`config.mk`:
```
export PLATFORM = sky130hd
export DESIGN_NAME = sbps_top
export DESIGN_NICKNAME = d
export VERILOG_FILES = /design/src/hdl/sbps_pkg.sv /design/src/hdl/sbps_top.sv
export SDC_FILE = /design/constraint.sdc
export NUM_CORES = 1
export LEC_CHECK = 0
export BUFFER_PORTS_ARGS = -buffer_cell sky130_fd_sc_hd__buf_2
export CAP_MARGIN = 10
export CORE_MARGIN = 5
export CORE_UTILIZATION = 40
export CTS_BUF_LIST = sky130_fd_sc_hd__clkbuf_16
export CTS_CLUSTER_DIAMETER = 50
export DETAILED_ROUTE_END_ITERATION = 6
export PLACE_DENSITY = 0.68
export SLEW_MARGIN = 40
export SYNTH_ARGS = -nofsm -noshare
export SYNTH_HDL_FRONTEND = slang
export SYNTH_SLANG_ARGS = --single-unit
```
`constraint.sdc`:
```
create_clock -name clk -period 5.7 [get_ports clk]
set_input_delay 0.285 -clock clk [delete_from_list [all_inputs] [get_ports clk]]
set_output_delay 0.285 -clock clk [all_outputs]
set_load 0.02 [all_outputs]
```
`src/hdl/sbps_pkg.sv`:
```
package sbps_pkg;

   // ==========
   // register map, byte addresses on the Avalon slave
   localparam logic [7:0] REG_STATUS = 8'h00;
   localparam logic [7:0] REG_BIT_PERIOD = 8'h04;
   localparam logic [7:0] REG_RX_DATA = 8'h08;
   localparam logic [7:0] REG_TX_DATA = 8'h0C;
   localparam logic [7:0] REG_CONTROL = 8'h10;

   // status fields
   localparam int ST_TARGET_LSB = 0;
   localparam int ST_ACTIVE = 2;
   localparam int ST_LOCKED = 3;
   localparam int ST_PORT = 4;
   localparam int ST_RX_VALID = 8;
   localparam int ST_PARITY_ERR = 9;
   localparam int ST_FRAME_ERR = 10;
   localparam int ST_TX_BUSY = 11;

   // control fields
   localparam int CTRL_GO_BIT = 0;

   // ==========
   // memory map seen by the boot decision
   localparam logic [31:0] SRAM_BASE = 32'h2000_0000;
   localparam logic [31:0] LOADER_RAM_BYTES = 32'h0000_0800;
   localparam logic [31:0] FLASH_BANK_ONE_BASE = 32'h0800_0000;
   localparam logic [31:0] FLASH_BANK_TWO_BASE = 32'h0808_0000;
   localparam logic [31:0] SRAM_BYTES_DEFAULT = 32'h0001_0000;

   // ==========
   // serial frame and timing
   localparam logic [7:0] SYNC_BYTE = 8'h7F;
   localparam logic [3:0] RX_SAMPLES = 4'hA;
   localparam logic [3:0] TX_FRAME_BITS = 4'hB;
   localparam int SYNC_HIGH_MIN_BITS = 6;
   localparam int SYNC_HIGH_MAX_BITS = 8;
   localparam int CLK_HZ = 200_000_000;
   localparam int SYS_CLK_DUAL_BANK_HZ = 24_000_000;
   localparam int SYS_CLK_LOW_POWER_HZ = 16_000_000;
   localparam int WDG_REFRESH_US = 1000;
   localparam int WDG_REFRESH_CYCLES = (CLK_HZ / 1_000_000) * WDG_REFRESH_US;

   // ==========
   // types
   typedef enum logic [1:0] {
      TGT_FLASH_ONE = 2'b00,
      TGT_FLASH_TWO = 2'b01,
      TGT_SRAM = 2'b10,
      TGT_LOADER = 2'b11
   } sbps_target_t;

   typedef enum logic [2:0] {
      DET_POLL = 3'b000,
      DET_LOW1 = 3'b001,
      DET_HIGH = 3'b010,
      DET_LOW2 = 3'b011,
      DET_RUN = 3'b100,
      DET_DONE = 3'b101
   } sbps_det_t;

   typedef enum logic [1:0] {
      RX_IDLE = 2'b00,
      RX_START = 2'b01,
      RX_BITS = 2'b10
   } sbps_rx_t;

endpackage : sbps_pkg

```
`src/hdl/sbps_top.sv`:
```
`timescale 1ns/1ps

// Function
// RQ1 - host holds select a high, b low
// RQ2 - poll both ports forever until activity
// RQ3 - sync byte 0x7F triggers baud measure, lock
// RQ4 - selected port locks, other port disabled
// RQ5 - bit rate measured with system tick timer
// RQ6 - frames: eight data, even parity, stop
// RQ7 - single internal oscillator clock, no crystal
// RQ8 - host keeps unused receive line defined
// RQ9 - watchdog prescaler max, periodic refresh
// RQ10 - go command restores touched peripherals first (here peripheral_restore pulses in the same cycle as app_jump)
// RQ11 - flag clear, valid bank: always jump (here pins come first: select a high gives loader or SRAM)
// RQ12 - host sets flag or erases bank words
// RQ13 - flag clear, banks erased, flash pins: loader
// RQ14 - only receive and transmit lines used
// RQ15 - first 2 Kbytes of RAM reserved
// RQ16 - host may drive pins through modem lines
// RQ17 - bank two first, then bank one
// RQ18 - bank valid when word points into SRAM
// RQ19 - time sync low pulses for bit period
// RQ20 - locked port ignores other until reset
module sbps_top #(
   parameter int unsigned PERIOD_W = 16,
   parameter int unsigned WDG_REFRESH_CYCLES = sbps_pkg::WDG_REFRESH_CYCLES,
   parameter logic [31:0] SRAM_BYTES = sbps_pkg::SRAM_BYTES_DEFAULT
)(
   input wire logic clk, // RQ7
   input wire logic reset,
   input wire logic [7:0] avs_address,
   input wire logic avs_read,
   input wire logic avs_write,
   input wire logic [31:0] avs_writedata,
   output logic [31:0] avs_readdata,
   output logic avs_waitrequest,
   input wire logic boot_select_a,
   input wire logic boot_select_b,
   input wire logic bank_two_boot_flag,
   input wire logic [31:0] bank_one_start_word,
   input wire logic [31:0] bank_two_start_word,
   input wire logic port_one_receive,
   input wire logic port_two_receive,
   output logic port_one_transmit,
   output logic port_two_transmit,
   output logic [1:0] boot_target,
   output logic loader_active,
   output logic loader_ram_reserved,
   output logic app_jump,
   output logic peripheral_restore,
   output logic watchdog_prescaler_max,
   output logic watchdog_refresh
);

   // ==========
   // declarations
   localparam int unsigned WW = PERIOD_W + 3;

   logic sel_a_q, sel_b_q, flag_q, decided_q;
   logic [31:0] word_one_q, word_two_q;
   sbps_pkg::sbps_target_t target_q, target_d;
   logic active_q, ram_res_q, jump_q, restore_q;
   logic wdg_max_q, wdg_ref_q;
   logic [31:0] wdg_cnt_q;
   logic wait_q;
   logic [31:0] rdata_q;
   logic [PERIOD_W-1:0] tick_q, stamp_q, low1_q, period_q, elapsed;
   sbps_pkg::sbps_det_t det_q;
   logic sel_port_q, prev_one_q, prev_two_q;
   logic line, prev_line, fall, rise, fall_one, fall_two;
   logic [WW-1:0] high_min, high_max, low_sum;
   sbps_pkg::sbps_rx_t rx_q;
   logic [PERIOD_W-1:0] rx_cnt_q, tx_cnt_q;
   logic [3:0] rx_n_q, tx_n_q;
   logic [9:0] rx_sh_q, rx_next;
   logic rx_done_q, rx_perr_q, rx_ferr_q;
   logic rx_valid_q, perr_q, ferr_q;
   logic [7:0] rx_data_q;
   logic [10:0] tx_sh_q;
   logic tx_busy_q, tx1_q, tx2_q;
   logic v_one, v_two, locked;
   logic acc, wr_go, wr_tx, rd_rx;

   // ==========
   // boot decision
   // stack word must land inside internal SRAM, top address included
   assign v_one = (word_one_q >= sbps_pkg::SRAM_BASE)
                  && (word_one_q <= sbps_pkg::SRAM_BASE + SRAM_BYTES); // RQ18
   assign v_two = (word_two_q >= sbps_pkg::SRAM_BASE)
                  && (word_two_q <= sbps_pkg::SRAM_BASE + SRAM_BYTES); // RQ18

   // selection table: pins first, then the dual bank walk
   always_comb
   begin
      if (sel_a_q && sel_b_q)
         target_d = sbps_pkg::TGT_SRAM;
      else if (sel_a_q)
         target_d = sbps_pkg::TGT_LOADER; // RQ1
      else if (flag_q)
         target_d = sbps_pkg::TGT_FLASH_ONE;
      else if (v_two)
         target_d = sbps_pkg::TGT_FLASH_TWO; // RQ17
      else if (v_one)
         target_d = sbps_pkg::TGT_FLASH_ONE; // RQ11
      else
         target_d = sbps_pkg::TGT_LOADER; // RQ13
   end

   // straps are followed while reset is held, so the level at release counts
   always_ff @(posedge clk)
   begin
      if (reset)
      begin
         sel_a_q <= boot_select_a; // RQ1
         sel_b_q <= boot_select_b;
         flag_q <= bank_two_boot_flag;
         word_one_q <= bank_one_start_word;
         word_two_q <= bank_two_start_word;
         decided_q <= 1'b0;
         target_q <= sbps_pkg::TGT_LOADER;
      end
      else if (!decided_q)
      begin
         decided_q <= 1'b1;
         target_q <= target_d;
      end
   end

   // loader session state, ended only by the go command
   always_ff @(posedge clk)
   begin
      if (reset)
      begin
         active_q <= 1'b0;
         ram_res_q <= 1'b0;
         jump_q <= 1'b0;
         restore_q <= 1'b0;
      end
      else
      begin
         jump_q <= 1'b0;
         restore_q <= 1'b0;
         if (!decided_q)
         begin
            active_q <= (target_d == sbps_pkg::TGT_LOADER);
            ram_res_q <= (target_d == sbps_pkg::TGT_LOADER); // RQ15
            jump_q <= (target_d == sbps_pkg::TGT_FLASH_ONE) || (target_d == sbps_pkg::TGT_FLASH_TWO); // RQ11
         end
         else if (wr_go && active_q)
         begin
            restore_q <= 1'b1; // RQ10
            jump_q <= 1'b1;
            active_q <= 1'b0;
            ram_res_q <= 1'b0;
         end
      end
   end

   // ==========
   // watchdog keeper
   // refresh comes well inside the slowest watchdog timeout
   always_ff @(posedge clk)
   begin
      if (reset || !active_q)
      begin
         wdg_max_q <= 1'b0;
         wdg_ref_q <= 1'b0;
         wdg_cnt_q <= 32'h0000_0000;
      end
      else
      begin
         wdg_max_q <= 1'b1; // RQ9
         wdg_ref_q <= (wdg_cnt_q == 32'(WDG_REFRESH_CYCLES - 1));
         if (wdg_cnt_q == 32'(WDG_REFRESH_CYCLES - 1))
            wdg_cnt_q <= 32'h0000_0000; // RQ9
         else
            wdg_cnt_q <= wdg_cnt_q + 32'h0000_0001;
      end
   end

   // ==========
   // port detection and baud measurement
   // free running system tick; wrap is harmless, only differences are used
   always_ff @(posedge clk)
   begin
      if (reset)
         tick_q <= '0;
      else
         tick_q <= tick_q + 1'b1; // RQ5
   end

   // only receive lines are watched; clock and flow pins are not ports here
   assign line = sel_port_q ? port_two_receive : port_one_receive; // RQ14
   assign prev_line = sel_port_q ? prev_two_q : prev_one_q;
   assign fall = prev_line && !line;
   assign rise = !prev_line && line;
   assign fall_one = prev_one_q && !port_one_receive;
   assign fall_two = prev_two_q && !port_two_receive;
   assign elapsed = tick_q - stamp_q;
   assign high_min = WW'(low1_q) * WW'(sbps_pkg::SYNC_HIGH_MIN_BITS);
   assign high_max = WW'(low1_q) * WW'(sbps_pkg::SYNC_HIGH_MAX_BITS);
   assign low_sum = WW'(low1_q) + WW'(elapsed);
   assign locked = (det_q == sbps_pkg::DET_RUN);

   always_ff @(posedge clk)
   begin
      if (reset)
      begin
         prev_one_q <= 1'b1;
         prev_two_q <= 1'b1;
      end
      else
      begin
         prev_one_q <= port_one_receive;
         prev_two_q <= port_two_receive;
      end
   end

   // 0x7F on the line: low start, seven high, low bit seven, high parity and stop
   always_ff @(posedge clk)
   begin
      if (reset)
      begin
         det_q <= sbps_pkg::DET_POLL;
         sel_port_q <= 1'b0;
         stamp_q <= '0;
         low1_q <= '0;
         period_q <= '0;
      end
      else
      begin
         case (det_q)
            sbps_pkg::DET_POLL:
            begin
               // no timeout: stays here as long as nothing arrives
               if (decided_q && active_q && fall_one)
               begin
                  sel_port_q <= 1'b0; // RQ2
                  stamp_q <= tick_q;
                  det_q <= sbps_pkg::DET_LOW1;
               end
               else if (decided_q && active_q && fall_two)
               begin
                  sel_port_q <= 1'b1; // RQ2
                  stamp_q <= tick_q;
                  det_q <= sbps_pkg::DET_LOW1;
               end
            end
            sbps_pkg::DET_LOW1:
            begin
               if (rise)
               begin
                  low1_q <= elapsed; // RQ19
                  stamp_q <= tick_q;
                  det_q <= sbps_pkg::DET_HIGH;
               end
               else if (&elapsed)
                  det_q <= sbps_pkg::DET_POLL;
            end
            sbps_pkg::DET_HIGH:
            begin
               // a high run outside six to eight bit times is not the sync byte
               if (fall && (WW'(elapsed) >= high_min) && (low1_q != '0))
               begin
                  stamp_q <= tick_q;
                  det_q <= sbps_pkg::DET_LOW2; // RQ3
               end
               else if (fall || (WW'(elapsed) > high_max))
                  det_q <= sbps_pkg::DET_POLL;
            end
            sbps_pkg::DET_LOW2:
            begin
               if (rise)
               begin
                  period_q <= low_sum[PERIOD_W:1]; // RQ19
                  det_q <= sbps_pkg::DET_RUN; // RQ4
               end
               else if (&elapsed)
                  det_q <= sbps_pkg::DET_POLL;
            end
            sbps_pkg::DET_RUN:
            begin
               // other port is never looked at again until reset
               if (wr_go)
               begin
                  period_q <= '0; // RQ10
                  det_q <= sbps_pkg::DET_DONE; // RQ20
               end
            end
            default:
               det_q <= sbps_pkg::DET_DONE;
         endcase
      end
   end

   // ==========
   // receiver on the locked port
   assign rx_next = {line, rx_sh_q[9:1]};

   always_ff @(posedge clk)
   begin
      if (reset || !locked)
      begin
         rx_q <= sbps_pkg::RX_IDLE;
         rx_cnt_q <= '0;
         rx_n_q <= 4'h0;
         rx_sh_q <= 10'h000;
         rx_done_q <= 1'b0;
         rx_perr_q <= 1'b0;
         rx_ferr_q <= 1'b0;
      end
      else
      begin
         rx_done_q <= 1'b0;
         case (rx_q)
            sbps_pkg::RX_IDLE:
            begin
               if (fall)
               begin
                  rx_cnt_q <= period_q >> 1;
                  rx_q <= sbps_pkg::RX_START;
               end
            end
            sbps_pkg::RX_START:
            begin
               if (rx_cnt_q != '0)
                  rx_cnt_q <= rx_cnt_q - 1'b1;
               else if (!line)
               begin
                  rx_cnt_q <= period_q - 1'b1; // reload one short: a bit spans the measured period
                  rx_n_q <= 4'h0;
                  rx_q <= sbps_pkg::RX_BITS;
               end
               else
                  rx_q <= sbps_pkg::RX_IDLE; // glitch, not a start bit
            end
            sbps_pkg::RX_BITS:
            begin
               if (rx_cnt_q != '0)
                  rx_cnt_q <= rx_cnt_q - 1'b1;
               else
               begin
                  rx_sh_q <= rx_next;
                  rx_cnt_q <= period_q - 1'b1; // RQ5
                  rx_n_q <= rx_n_q + 4'h1;
                  if (rx_n_q == sbps_pkg::RX_SAMPLES - 4'h1)
                  begin
                     rx_done_q <= 1'b1;
                     rx_perr_q <= ^rx_next[8:0]; // RQ6
                     rx_ferr_q <= !rx_next[9]; // RQ6
                     rx_q <= sbps_pkg::RX_IDLE;
                  end
               end
            end
            default:
               rx_q <= sbps_pkg::RX_IDLE;
         endcase
      end
   end

   // sticky flags: a new byte in the clearing cycle wins over the read
   always_ff @(posedge clk)
   begin
      if (reset)
      begin
         rx_valid_q <= 1'b0;
         perr_q <= 1'b0;
         ferr_q <= 1'b0;
         rx_data_q <= 8'h00;
      end
      else if (rx_done_q)
      begin
         rx_valid_q <= 1'b1;
         perr_q <= rx_perr_q;
         ferr_q <= rx_ferr_q;
         rx_data_q <= rx_sh_q[7:0];
      end
      else if (rd_rx)
      begin
         rx_valid_q <= 1'b0;
         perr_q <= 1'b0;
         ferr_q <= 1'b0;
      end
   end

   // ==========
   // transmitter on the locked port
   // write while busy or unlocked is dropped; software polls the busy bit
   always_ff @(posedge clk)
   begin
      if (reset || !locked)
      begin
         tx_busy_q <= 1'b0;
         tx_sh_q <= 11'h7FF;
         tx_cnt_q <= '0;
         tx_n_q <= 4'h0;
      end
      else if (!tx_busy_q)
      begin
         if (wr_tx)
         begin
            tx_sh_q <= {1'b1, ^avs_writedata[7:0], avs_writedata[7:0], 1'b0}; // RQ6
            tx_cnt_q <= period_q - 1'b1; // RQ5
            tx_n_q <= 4'h0;
            tx_busy_q <= 1'b1;
         end
      end
      else if (tx_cnt_q != '0)
         tx_cnt_q <= tx_cnt_q - 1'b1;
      else
      begin
         tx_sh_q <= {1'b1, tx_sh_q[10:1]};
         tx_cnt_q <= period_q - 1'b1;
         tx_n_q <= tx_n_q + 4'h1;
         if (tx_n_q == sbps_pkg::TX_FRAME_BITS - 4'h1)
            tx_busy_q <= 1'b0;
      end
   end

   // the port not chosen idles high and never drives data
   always_ff @(posedge clk)
   begin
      if (reset)
      begin
         tx1_q <= 1'b1;
         tx2_q <= 1'b1;
      end
      else
      begin
         tx1_q <= (locked && !sel_port_q) ? tx_sh_q[0] : 1'b1; // RQ4
         tx2_q <= (locked && sel_port_q) ? tx_sh_q[0] : 1'b1; // RQ4
      end
   end

   // ==========
   // Avalon slave: one wait cycle, then answer
   assign acc = (avs_read || avs_write) && !wait_q;
   assign wr_go = acc && avs_write && (avs_address == sbps_pkg::REG_CONTROL)
                  && avs_writedata[sbps_pkg::CTRL_GO_BIT];
   assign wr_tx = acc && avs_write && (avs_address == sbps_pkg::REG_TX_DATA);
   assign rd_rx = acc && avs_read && (avs_address == sbps_pkg::REG_RX_DATA);

   always_ff @(posedge clk)
   begin
      if (reset)
         wait_q <= 1'b1;
      else
         wait_q <= !((avs_read || avs_write) && wait_q);
   end

   // read data settles together with waitrequest going low
   always_ff @(posedge clk)
   begin
      if (reset)
         rdata_q <= 32'h0000_0000;
      else if (avs_read && wait_q)
      begin
         rdata_q <= 32'h0000_0000;
         if (avs_address == sbps_pkg::REG_STATUS)
         begin
            rdata_q[sbps_pkg::ST_TARGET_LSB +: 2] <= target_q;
            rdata_q[sbps_pkg::ST_ACTIVE] <= active_q;
            rdata_q[sbps_pkg::ST_LOCKED] <= locked;
            rdata_q[sbps_pkg::ST_PORT] <= sel_port_q;
            rdata_q[sbps_pkg::ST_RX_VALID] <= rx_valid_q;
            rdata_q[sbps_pkg::ST_PARITY_ERR] <= perr_q;
            rdata_q[sbps_pkg::ST_FRAME_ERR] <= ferr_q;
            rdata_q[sbps_pkg::ST_TX_BUSY] <= tx_busy_q;
         end
         else if (avs_address == sbps_pkg::REG_BIT_PERIOD)
            rdata_q[PERIOD_W-1:0] <= period_q;
         else if (avs_address == sbps_pkg::REG_RX_DATA)
            rdata_q[7:0] <= rx_data_q;
      end
   end

   // ==========
   // outputs
   assign avs_readdata = rdata_q;
   assign avs_waitrequest = wait_q;
   assign port_one_transmit = tx1_q;
   assign port_two_transmit = tx2_q;
   assign boot_target = target_q;
   assign loader_active = active_q;
   assign loader_ram_reserved = ram_res_q;
   assign app_jump = jump_q;
   assign peripheral_restore = restore_q;
   assign watchdog_prescaler_max = wdg_max_q;
   assign watchdog_refresh = wdg_ref_q;

endmodule : sbps_top

```
==> results_dict.tcl, run 1 <==
set metrics [dict create \
    dpl.hpwl_microns 26940 \
    num_io_pins 156 \
    mostFrequentLayoutCell "nor2_1" \
    r2r_cells 19 \
    grt_max_degree 104 \
    path_max_fanout 16 \
    grt_pass1_vias 12810 \
    drt_iter0_markers 878 \
    hold_viol_final 0 \
    path_class "reg -> reg" \
    layout_setup_ws_ns 0.7876 \
    vias_per_cell 5.437 \
    htreeDepth 2 \
    path_clk_slew_ns 0.05 \
    wirelength_microns 39240 \
    fin_nets 2101 \
    ff_latch_area_sq_um 6137 \
    reg2reg_slack_ns 0.79 \
    n_fill_cell 3474 \
    period_share_pct 86.18 \
    portBuffers 115 \
    die_h_microns 204.7 \
    fin_crit_ns 4.912 \
    synth_area_sq_um 15170 \
    clk_latency_ns 0.52 \
    end_kind "flip-flop" \
    place.gp.congestion 0.8833 \
    synth_warnings 0 \
    yosysTopAreaCell "dfxtp_1" \
    min_to "avs_waitrequest" \
    worst_clock_skew_ns 0.01477 \
    syn2layout_area_growth_pct 18.71 \
    mostFrequentLayoutCells "nor2_1 (207), dfxtp_1 (205), nand2_1 (151), buf_2 (114), a21oi_1 (111)" \
    pwr_density_cell_nw_per_um2 259.6 \
    start_kind "flip-flop" \
    overflow 0 \
    slew-limit-headroom_pct 44.61 \
    synthFlopType "dfxtp_1" \
    rsz0062_at_grt "false" \
    die_area_sq_um 41920 \
    fmax_ghz 0.2036 \
    firstDrtPassIters 5 \
    whs_path_depth 2 \
    fp.coreArea_sq_um 37580 \
    setup_viol 0 \
    slew_viol_final 0 \
    postLayoutCoreUtil_pct 47.92 \
    grt_usage_pct 18.13 \
    maxCapViolations 0 \
    yosys-top-cells-area "dfxtp_1 (27%), edfxtp_1 (13%), ha_1 (7.8%), nor2_1 (5.1%), nand2_1 (3.8%)" \
    cts-resized-gates 0 \
    pre_cts_ws_ns 0.8416 \
    grt_antenna_before_repair 2 \
    vias 13200 \
    tightest_slew_ns 0.8309 \
    yosys.area.top_type_share_pct 27.19 \
    grt_pass1_wl_microns 63710 \
    drive_gt1_share_pct 11.38 \
    cts_root_buf "clkbuf_16" \
    leakagePower_nw 6.973 \
    ys_types 79 \
    drcViolationCount 0 \
    worstPathRequired_ns 6.09 \
    async_flop_share_pct 0 \
    outcome "complete, no violations" \
    wire_per_inst_microns 16.16 \
    ant_nets 0 \
    rr_endpoint "stamp_q[4]" \
    syn_inst 1732 \
    cts_tree "built" \
    yosysSeqAreaShare_pct 40.45 \
    cts.sinks 273 \
    ys_ff_latch 273 \
    cts_buffer_depth 3 \
    syn_area_per_cell_sq_um 8.758 \
    finalSetupTns_ns 0 \
    synth_edf_count 67 \
    start_util_pct 40.37 \
    multi_input_area_sq_um 8454 \
    die_w_microns 204.7 \
    worstHoldStart "avs_read" \
    max-vdd-ir-drop_mv 0.2761 \
    hp-class "in -> reg" \
    r2r-start "stamp_q[1]" \
    numCtsBuffers 34 \
    arrival_ns 5.30 \
    rows 71 \
]
[kinds of logic after synthesis]
kind of cell	share of synthesized area (%)
compound gates	16.04
simple gates	21.34
buf+inv	4.503
flops	40.45
mux	2.474
xor+xnor	6.805
fa+ha+maj	8.364
other cells	0.02472
[how the worst max path moves through the flow]
stage                     cells after the start        from     endpoint  slack (ns)
after floorplan                              20  stamp_q[1]  stamp_q[10]        1.75
after global placement                       19  stamp_q[1]   stamp_q[3]        0.98
after detailed placement                     19  stamp_q[1]   stamp_q[3]        0.84
after CTS                                    19  stamp_q[1]   stamp_q[4]        0.82
after global routing                         19  stamp_q[1]   stamp_q[4]        0.39
final                                        19  stamp_q[1]   stamp_q[4]        0.79
[report_power, final]
group          internal, W  leakage, nW  switching (W)
Combinational     0.000212         4.09       0.000286
Clock              0.00127        0.565       0.000852
Sequential         0.00203         2.32      0.0000231
[cell type report]
class | count | share of cell area (%)
sequential | 273 | 34.08
inverter | 68 | 1.417
timing repair buffer | 201 | 7.823
clock inverter | 24 | 1.014
antenna | 2 | 0.02779
tap | 511 | 3.550
clock buffer | 37 | 5.141
multi-input combinational | 1312 | 46.95
[layer usage]
| layer | track usage, % | share of wire (%) | vias to the layer above |
|---|---|---|---|
| li1 | - | - | 6521 |
| met1 | 23.25 | 44 | 6264 |
| met2 | 30.97 | 48 | 337 |
| met3 | 2.976 | 5.1 | 80 |
| met4 | 6.461 | 3.0 | 0 |
| met5 | 0 | 0 | - |
[critical path, cell delays in order, from the launching register on]
cell	delay (ns)
dfxtp_1	0.37
inv_1	0.09
ha_1	0.26
nor2b_1	0.15
o31ai_1	0.40
a211oi_1	0.18
o21a_1	0.25
o21ai_0	0.15
nand2_1	0.09
o41ai_1	0.33
xnor2_1	0.27
ha_1	0.39
nand2_1	0.12
nor3_1	0.19
and3_1	0.22
nand3_1	0.09
a221oi_1	0.36
o2111ai_2	0.48
nand3_1	0.26
nand3_1	0.11
[registers in the layout (all words and copies together) (netlist names), 3 cells and up]
register and count:
wdg_cnt_q 32, word_one_q 32, word_two_q 32, avs_readdata 16, low1_q 16, period_q 16
rx_cnt_q 16, stamp_q 16, tick_q 16, tx_cnt_q 16, rx_sh_q 10, tx_sh_q 10
rx_data_q 8, rx_n_q 4, tx_n_q 4, det_q 3
[per-stage QoR]
step,power [W],instances,cell area [sq um],hold slack (ns)
after CTS,0.004710,2426,17970,0.02075
after detailed placement,0.002545,2295,16170,0.4425
final,0.004676,2428,18010,0.04319
after global routing,0.004866,2428,18010,0.02948
after floorplan,0.002408,1747,15230,0.3839
after global placement,0.002529,2295,16160,0.4302
[cells in the mapped netlist (9+ instances only)]
master	instances
nor2_1	208
nor4_1	32
a211oi_1	31
xor2_1	56
nor2b_1	19
edfxtp_1	67
ha_1	95
dfxtp_1	206
inv_1	67
clkbuf_1	64
and3_1	16
nor3b_1	17
nand4_1	23
nand2b_1	17
o211ai_1	35
nand3_1	82
a21oi_1	111
o21a_1	17
or3_1	15
a21o_1	16
buf_1	9
nand2_1	153
xnor2_1	60
buf_4	17
nor3_1	56
a32oi_1	20
mux2i_1	33
a22oi_1	19
o21ai_0	51
[what timing repair did]
item | 4_1_cts | 5_1_grt
endpoints found under the hold margin | 70 | 0
buffers inserted | 0 | 0
setup endpoints to repair | 0 | 0
hold buffers | 70 | 0
No activity file was read; power rests on OpenSTA's default activity.
==> run 2, diff against run 1 <==
--- a/config.mk
+++ b/config.mk
@@ -12,7 +12,6 @@
 export CTS_BUF_LIST = sky130_fd_sc_hd__clkbuf_16
 export CTS_CLUSTER_DIAMETER = 50
 export DETAILED_ROUTE_END_ITERATION = 6
-export PLACE_DENSITY = 0.68
 export SLEW_MARGIN = 40
 export SYNTH_ARGS = -nofsm -noshare
 export SYNTH_HDL_FRONTEND = slang
==> results_dict.tcl, run 2 (synthesized netlist as in run 1, its figures left out) <==
set metrics [dict create \
    cts_tree "built" \
    tightest_slew_ns 0.8151 \
    place.gp.congestion 0.8807 \
    place_inst 2296 \
    ant_nets 0 \
    syn2layout_area_growth_pct 19.41 \
    drt_iter0_markers 832 \
    grt_pass1_wl_microns 63200 \
    fin_crit_ns 4.685 \
    fin_nets 2105 \
    cts_buffer_depth 3 \
    max-vdd-ir-drop_mv 0.2375 \
    r2r_cells 19 \
    rsz0062_at_grt "false" \
    cp_slowest_cell "a221oi_1" \
    path_max_fanout 16 \
    path_class "reg -> reg" \
    period_share_pct 82.19 \
    worstHoldStart "avs_writedata[5]" \
    slew-limit-headroom_pct 45.59 \
    dpl.hpwl_microns 26800 \
    finalSetupTns_ns 0 \
    setup_viol 0 \
    maxCapViolations 0 \
    finalNonFillerCells 2432 \
    pwr_density_cell_nw_per_um2 263.9 \
    clk_latency_ns 0.54 \
    die_area_sq_um 41920 \
    grt_pass1_vias 12630 \
    num_io_pins 156 \
    diodes 0 \
    fp.coreArea_sq_um 37580 \
    power.switching_w 0.001179 \
    start_util_pct 40.37 \
    drcViolationCount 0 \
    cts.sinks 273 \
    post-cts-setup-buffer-count 0 \
    slowest_delay_ns 0.42 \
    start_kind "flip-flop" \
    fmax_ghz 0.2135 \
    grt_usage_pct 18.12 \
    intPower_w 0.003601 \
    numCtsBuffers 36 \
    cts-resized-gates 0 \
    end_kind "flip-flop" \
    reg2reg_slack_ns 1.02 \
    p_comb_share_pct 10.2 \
    clkPwrFrac_pct 46.7 \
    post_dp_cell_area_sq_um 16180 \
    cpMostUsedCell "nand3_1" \
    leakagePower_nw 7.012 \
    arrival_ns 5.10 \
    mostFrequentLayoutCells "nor2_1 (206), dfxtp_1 (206), nand2_1 (151), buf_2 (114), a21oi_1 (111)" \
    fin_area_sq_um 18110 \
    slew_viol_final 0 \
    hp-class "in -> reg" \
    r2r-start "stamp_q[1]" \
    grt_max_degree 117 \
    cp_cell_sequence "inv_1 -> ha_1 -> nor2b_1 -> o31ai_1 -> a211oi_1 -> o21a_1 -> o21ai_0 -> nand2_1 -> o41ai_1 -> xnor2_1 -> ha_1 -> nand2_1 -> nor3_1 -> and3_1 -> nand3_1 -> a221oi_1 -> o2111ai_4 -> nand3_1 -> nand3_1" \
    rows 71 \
    swShare_pct 24.67 \
    worst_clock_skew_ns 0.02116 \
    outcome "complete, no violations" \
    die_w_microns 204.7 \
    rr_endpoint "stamp_q[9]" \
    grt_antenna_before_repair 0 \
    firstDrtPassIters 5 \
    hold_viol_final 0 \
    reg_top3 "wdg_cnt_q: 32 flops, word_one_q: 32 flops, word_two_q: 32 flops" \
    drive_gt1_share_pct 11.50 \
    postCtsHoldBufs 71 \
    path_clk_slew_ns 0.06 \
    worstPathRequired_ns 6.12 \
    vias 12940 \
    die_h_microns 204.7 \
    seqPwrFrac_pct 43.0 \
    min_to "tx_sh_q[6]" \
    wire_per_inst_microns 15.69 \
    wirelength_microns 38160 \
    portBuffers 115 \
    htreeDepth 2 \
    cts_root_buf "clkbuf_16" \
    vias_per_cell 5.319 \
    whs_path_depth 3 \
    overflow 0 \
]
-- run 2: cell type report --
class                           count  area, sq um
Sequential cell                   273         6136
Multi-Input combinational cell   1312         8467
Tap cell                          511        639.4
Timing Repair Buffer              203         1428
Fill cell                        3544        19460
Inverter                           68        255.2
Clock buffer                       38        950.9
Clock inverter                     27        237.7
-- run 2: metrics by stage --
stage	setup slack (ns)	util, %	hold slack (ns)	power (W)
floorplan	1.752	-	0.3839	0.002408
global placement	1.033	43.01	0.4266	0.002536
detailed placement	0.8539	43.07	0.4342	0.002546
CTS	0.8477	48.12	0.05321	0.004840
global route	0.5029	48.20	0.07801	0.004988
finish	1.015	48.20	0.07757	0.004781
-- run 2: metal layers --
layer,track usage (%),wire length (microns),vias up,part of all wire (%)
li1,-,-,6549,-
met1,24.03,17450,6061,46
met2,30.27,18080,261,47
met3,2.960,1761,65,4.6
met4,5.934,871,0,2.3
met5,0,0,-,0
-- run 2: worst max-delay path by stage --
stage               start           to  slack (ns)  cells past startpoint
6_report       stamp_q[1]   stamp_q[9]        1.02                     19
5_1_grt        stamp_q[1]   stamp_q[9]        0.50                     19
4_1_cts        stamp_q[1]   stamp_q[4]        0.85                     19
3_5_place_dp   stamp_q[1]   stamp_q[4]        0.85                     19
2_1_floorplan  stamp_q[1]  stamp_q[10]        1.75                     20
3_3_place_gp   stamp_q[1]   stamp_q[1]        1.03                     19
-- run 2: worst max-delay path: cells and delay by family (launching register included) --
family,cells,cell delay [ns]
AO/OA/AOI/OAI,7,2.11
XOR/XNOR,1,0.27
adder cells (fa/ha/maj),2,0.65
buffers and inverters,1,0.08
flip-flops,1,0.38
AND/OR/NAND/NOR,8,1.07
-- run 2: power by group through the flow --
| stage | Combinational [W] | Clock [W] | Sequential [W] |
|---|---|---|---|
| 6_report | 0.000488 | 0.00224 | 0.00206 |
| 5_1_grt | 0.000548 | 0.00238 | 0.00206 |
| 4_1_cts | 0.000487 | 0.00230 | 0.00206 |
| 3_5_place_dp | 0.000447 | 0 | 0.00210 |
| 3_3_place_gp | 0.000439 | 0 | 0.00210 |
| 2_1_floorplan | 0.000315 | 0 | 0.00209 |
==> run 3, diff against run 2 <==
==> constraint.sdc (replaced) <==
create_clock -name clk -period 4.5 [get_ports clk]
set_input_delay 0.225 -clock clk [delete_from_list [all_inputs] [get_ports clk]]
set_output_delay 0.225 -clock clk [all_outputs]
set_load 0.02 [all_outputs]
==> results_dict.tcl, run 3 (synthesized netlist as in run 1, its figures left out) <==
set metrics [dict create \
    outcome "complete, no violations" \
    period_share_pct 92.40 \
    wire_per_inst_microns 15.83 \
    path_clk_slew_ns 0.06 \
    wirelength_microns 38820 \
    cp_slowest_cell "fa_1" \
    crit_start "tick_q[0]" \
    fmax_ghz 0.2405 \
    cpMostUsedCell "a21oi_1" \
    drive_gt1_share_pct 12.42 \
    grt_pass1_wl_microns 63640 \
    slew_viol_final 0 \
    rows 71 \
    post-cts-setup-buffer-count 0 \
    die_area_sq_um 41920 \
    worstPathRequired_ns 4.93 \
    mostFrequentLayoutCell "dfxtp_1" \
    grt_antenna_before_repair 1 \
    pre_cts_ws_ns 0.2461 \
    drcViolationCount 0 \
    syn2layout_area_growth_pct 20.77 \
    firstDrtPassIters 5 \
    setup_viol 0 \
    cts.sinks 273 \
    arrival_ns 4.59 \
    critPathBufInv 2 \
    clk_latency_ns 0.55 \
    numCtsBuffers 39 \
    start_util_pct 40.37 \
    fp.coreArea_sq_um 37580 \
    cp_cell_sequence "inv_1 -> ha_1 -> fa_1 -> nand2b_1 -> a21o_1 -> a21oi_1 -> xnor2_1 -> inv_1 -> ha_1 -> o21ai_0 -> a21oi_1 -> nand3_1 -> a31oi_1 -> a21oi_1 -> maj3_1 -> and4_1 -> a311o_1" \
    rr_endpoint "period_q[14]" \
    slowest_delay_ns 0.40 \
    cts_root_buf "clkbuf_16" \
    fin_crit_ns 4.158 \
    crit_family "adder cells" \
    grt_usage_pct 18.40 \
    pwr_density_cell_nw_per_um2 339.2 \
    hp-class "in -> reg" \
    ant_nets 0 \
    start_kind "flip-flop" \
    htreeDepth 2 \
    cp.depth 17 \
    path_class "reg -> reg" \
    p_total_w 0.006214 \
    place_inst 2309 \
    r2r-start "tick_q[0]" \
    reg2reg_slack_ns 0.34 \
    max-vdd-ir-drop_mv 0.2996 \
    drt_iter0_markers 846 \
    r2r_cells 17 \
    reg_top3 "wdg_cnt_q: 32 flops, word_one_q: 32 flops, word_two_q: 32 flops" \
    tightest_slew_ns 0.8273 \
    die_h_microns 204.7 \
    mostFrequentLayoutCells "dfxtp_1 (206), nor2_1 (205), nand2_1 (151), buf_2 (114), a21oi_1 (111)" \
    die_w_microns 204.7 \
    fin_nets 2124 \
    slew-limit-headroom_pct 44.85 \
    num_io_pins 156 \
    portBuffers 115 \
    cts_tree "built" \
    end_kind "flip-flop" \
    dpl.hpwl_microns 27280 \
    leakagePower_nw 7.132 \
    cts_buffer_depth 3 \
    worst_clock_skew_ns 0.03569 \
    overflow 0 \
    finalNonFillerCells 2452 \
    path_max_fanout 4 \
    vias_per_cell 5.307 \
    maxCapViolations 0 \
    layout_setup_ws_ns 0.3419 \
    cp-endpoint "period_q[14]" \
    place.gp.congestion 0.8422 \
    whs_path_depth 3 \
    hold_viol_final 0 \
    grt_max_degree 75 \
    grt_pass1_vias 12830 \
    vias 13010 \
]
==> run 3: what timing repair did <==
item | 4_1_cts | 5_1_grt
hold buffers | 74 | 0
hold endpoints to repair | 73 | 0
resized for setup | 0 | 2
endpoints found under the setup margin | 0 | 16
==> run 3: final cells by class <==
type | count | area (sq um)
repair buffers | 219 | 1560
clock buffers | 40 | 1001
inverters | 68 | 255.2
flip-flops and latches | 273 | 6136
well taps | 511 | 639.4
multi-input cells | 1312 | 8472
diodes | 1 | 2.502
fillers | 3523 | 19260
clock inverters | 28 | 254.0
==> run 3: power by group <==
part,total [W],switching (W),internal [W]
sequential,0.00260,0.0000262,0.00258
clock,0.00296,0.00116,0.00180
combinational,0.000646,0.000363,0.000283
total,0.00621,0.00155,0.00466
==> run 3: worst min-delay path by stage <==
| stage | from | end | slack [ns] |
|---|---|---|---|
| 5_1_grt | avs_writedata[3] | tx_sh_q[4] | 0.05 |
| 4_1_cts | avs_writedata[6] | tx_sh_q[7] | 0.0006 |
| 6_report | avs_writedata[6] | tx_sh_q[7] | 0.03 |
| 3_3_place_gp | bank_two_start_word[2] | word_two_q[2] | 0.40 |
| 3_5_place_dp | bank_two_start_word[22] | word_two_q[22] | 0.40 |
| 2_1_floorplan | bank_two_boot_flag | flag_q | 0.32 |
==> run 3: per-stage QoR <==
step	hold slack [ns]	utilization [%]	area (sq um)	setup TNS [ns]
detailed placement	0.4031	43.34	16290	0
CTS	0.0006083	48.65	18280	0
global route	0.04844	48.75	18320	-0.01990
floorplan	0.3239	-	15230	0
global placement	0.4014	43.32	16280	0
finish	0.02542	48.75	18320	0
==> run 3: worst min-delay path: cells and delay by family <==
kind	cells	cell delay [ns]
AOI/OAI and AO/OA	1	0.14
buffers and inverters	1	0.10
muxes	1	0.06
==> run 3: routing by layer <==
metal | vias up | part of all wire [%] | track usage, %
met5 | - | 0 | 0
met4 | 0 | 3.3 | 7.370
met3 | 80 | 4.7 | 3.055
met2 | 279 | 47 | 31.32
met1 | 6091 | 45 | 23.31
li1 | 6563 | - | -
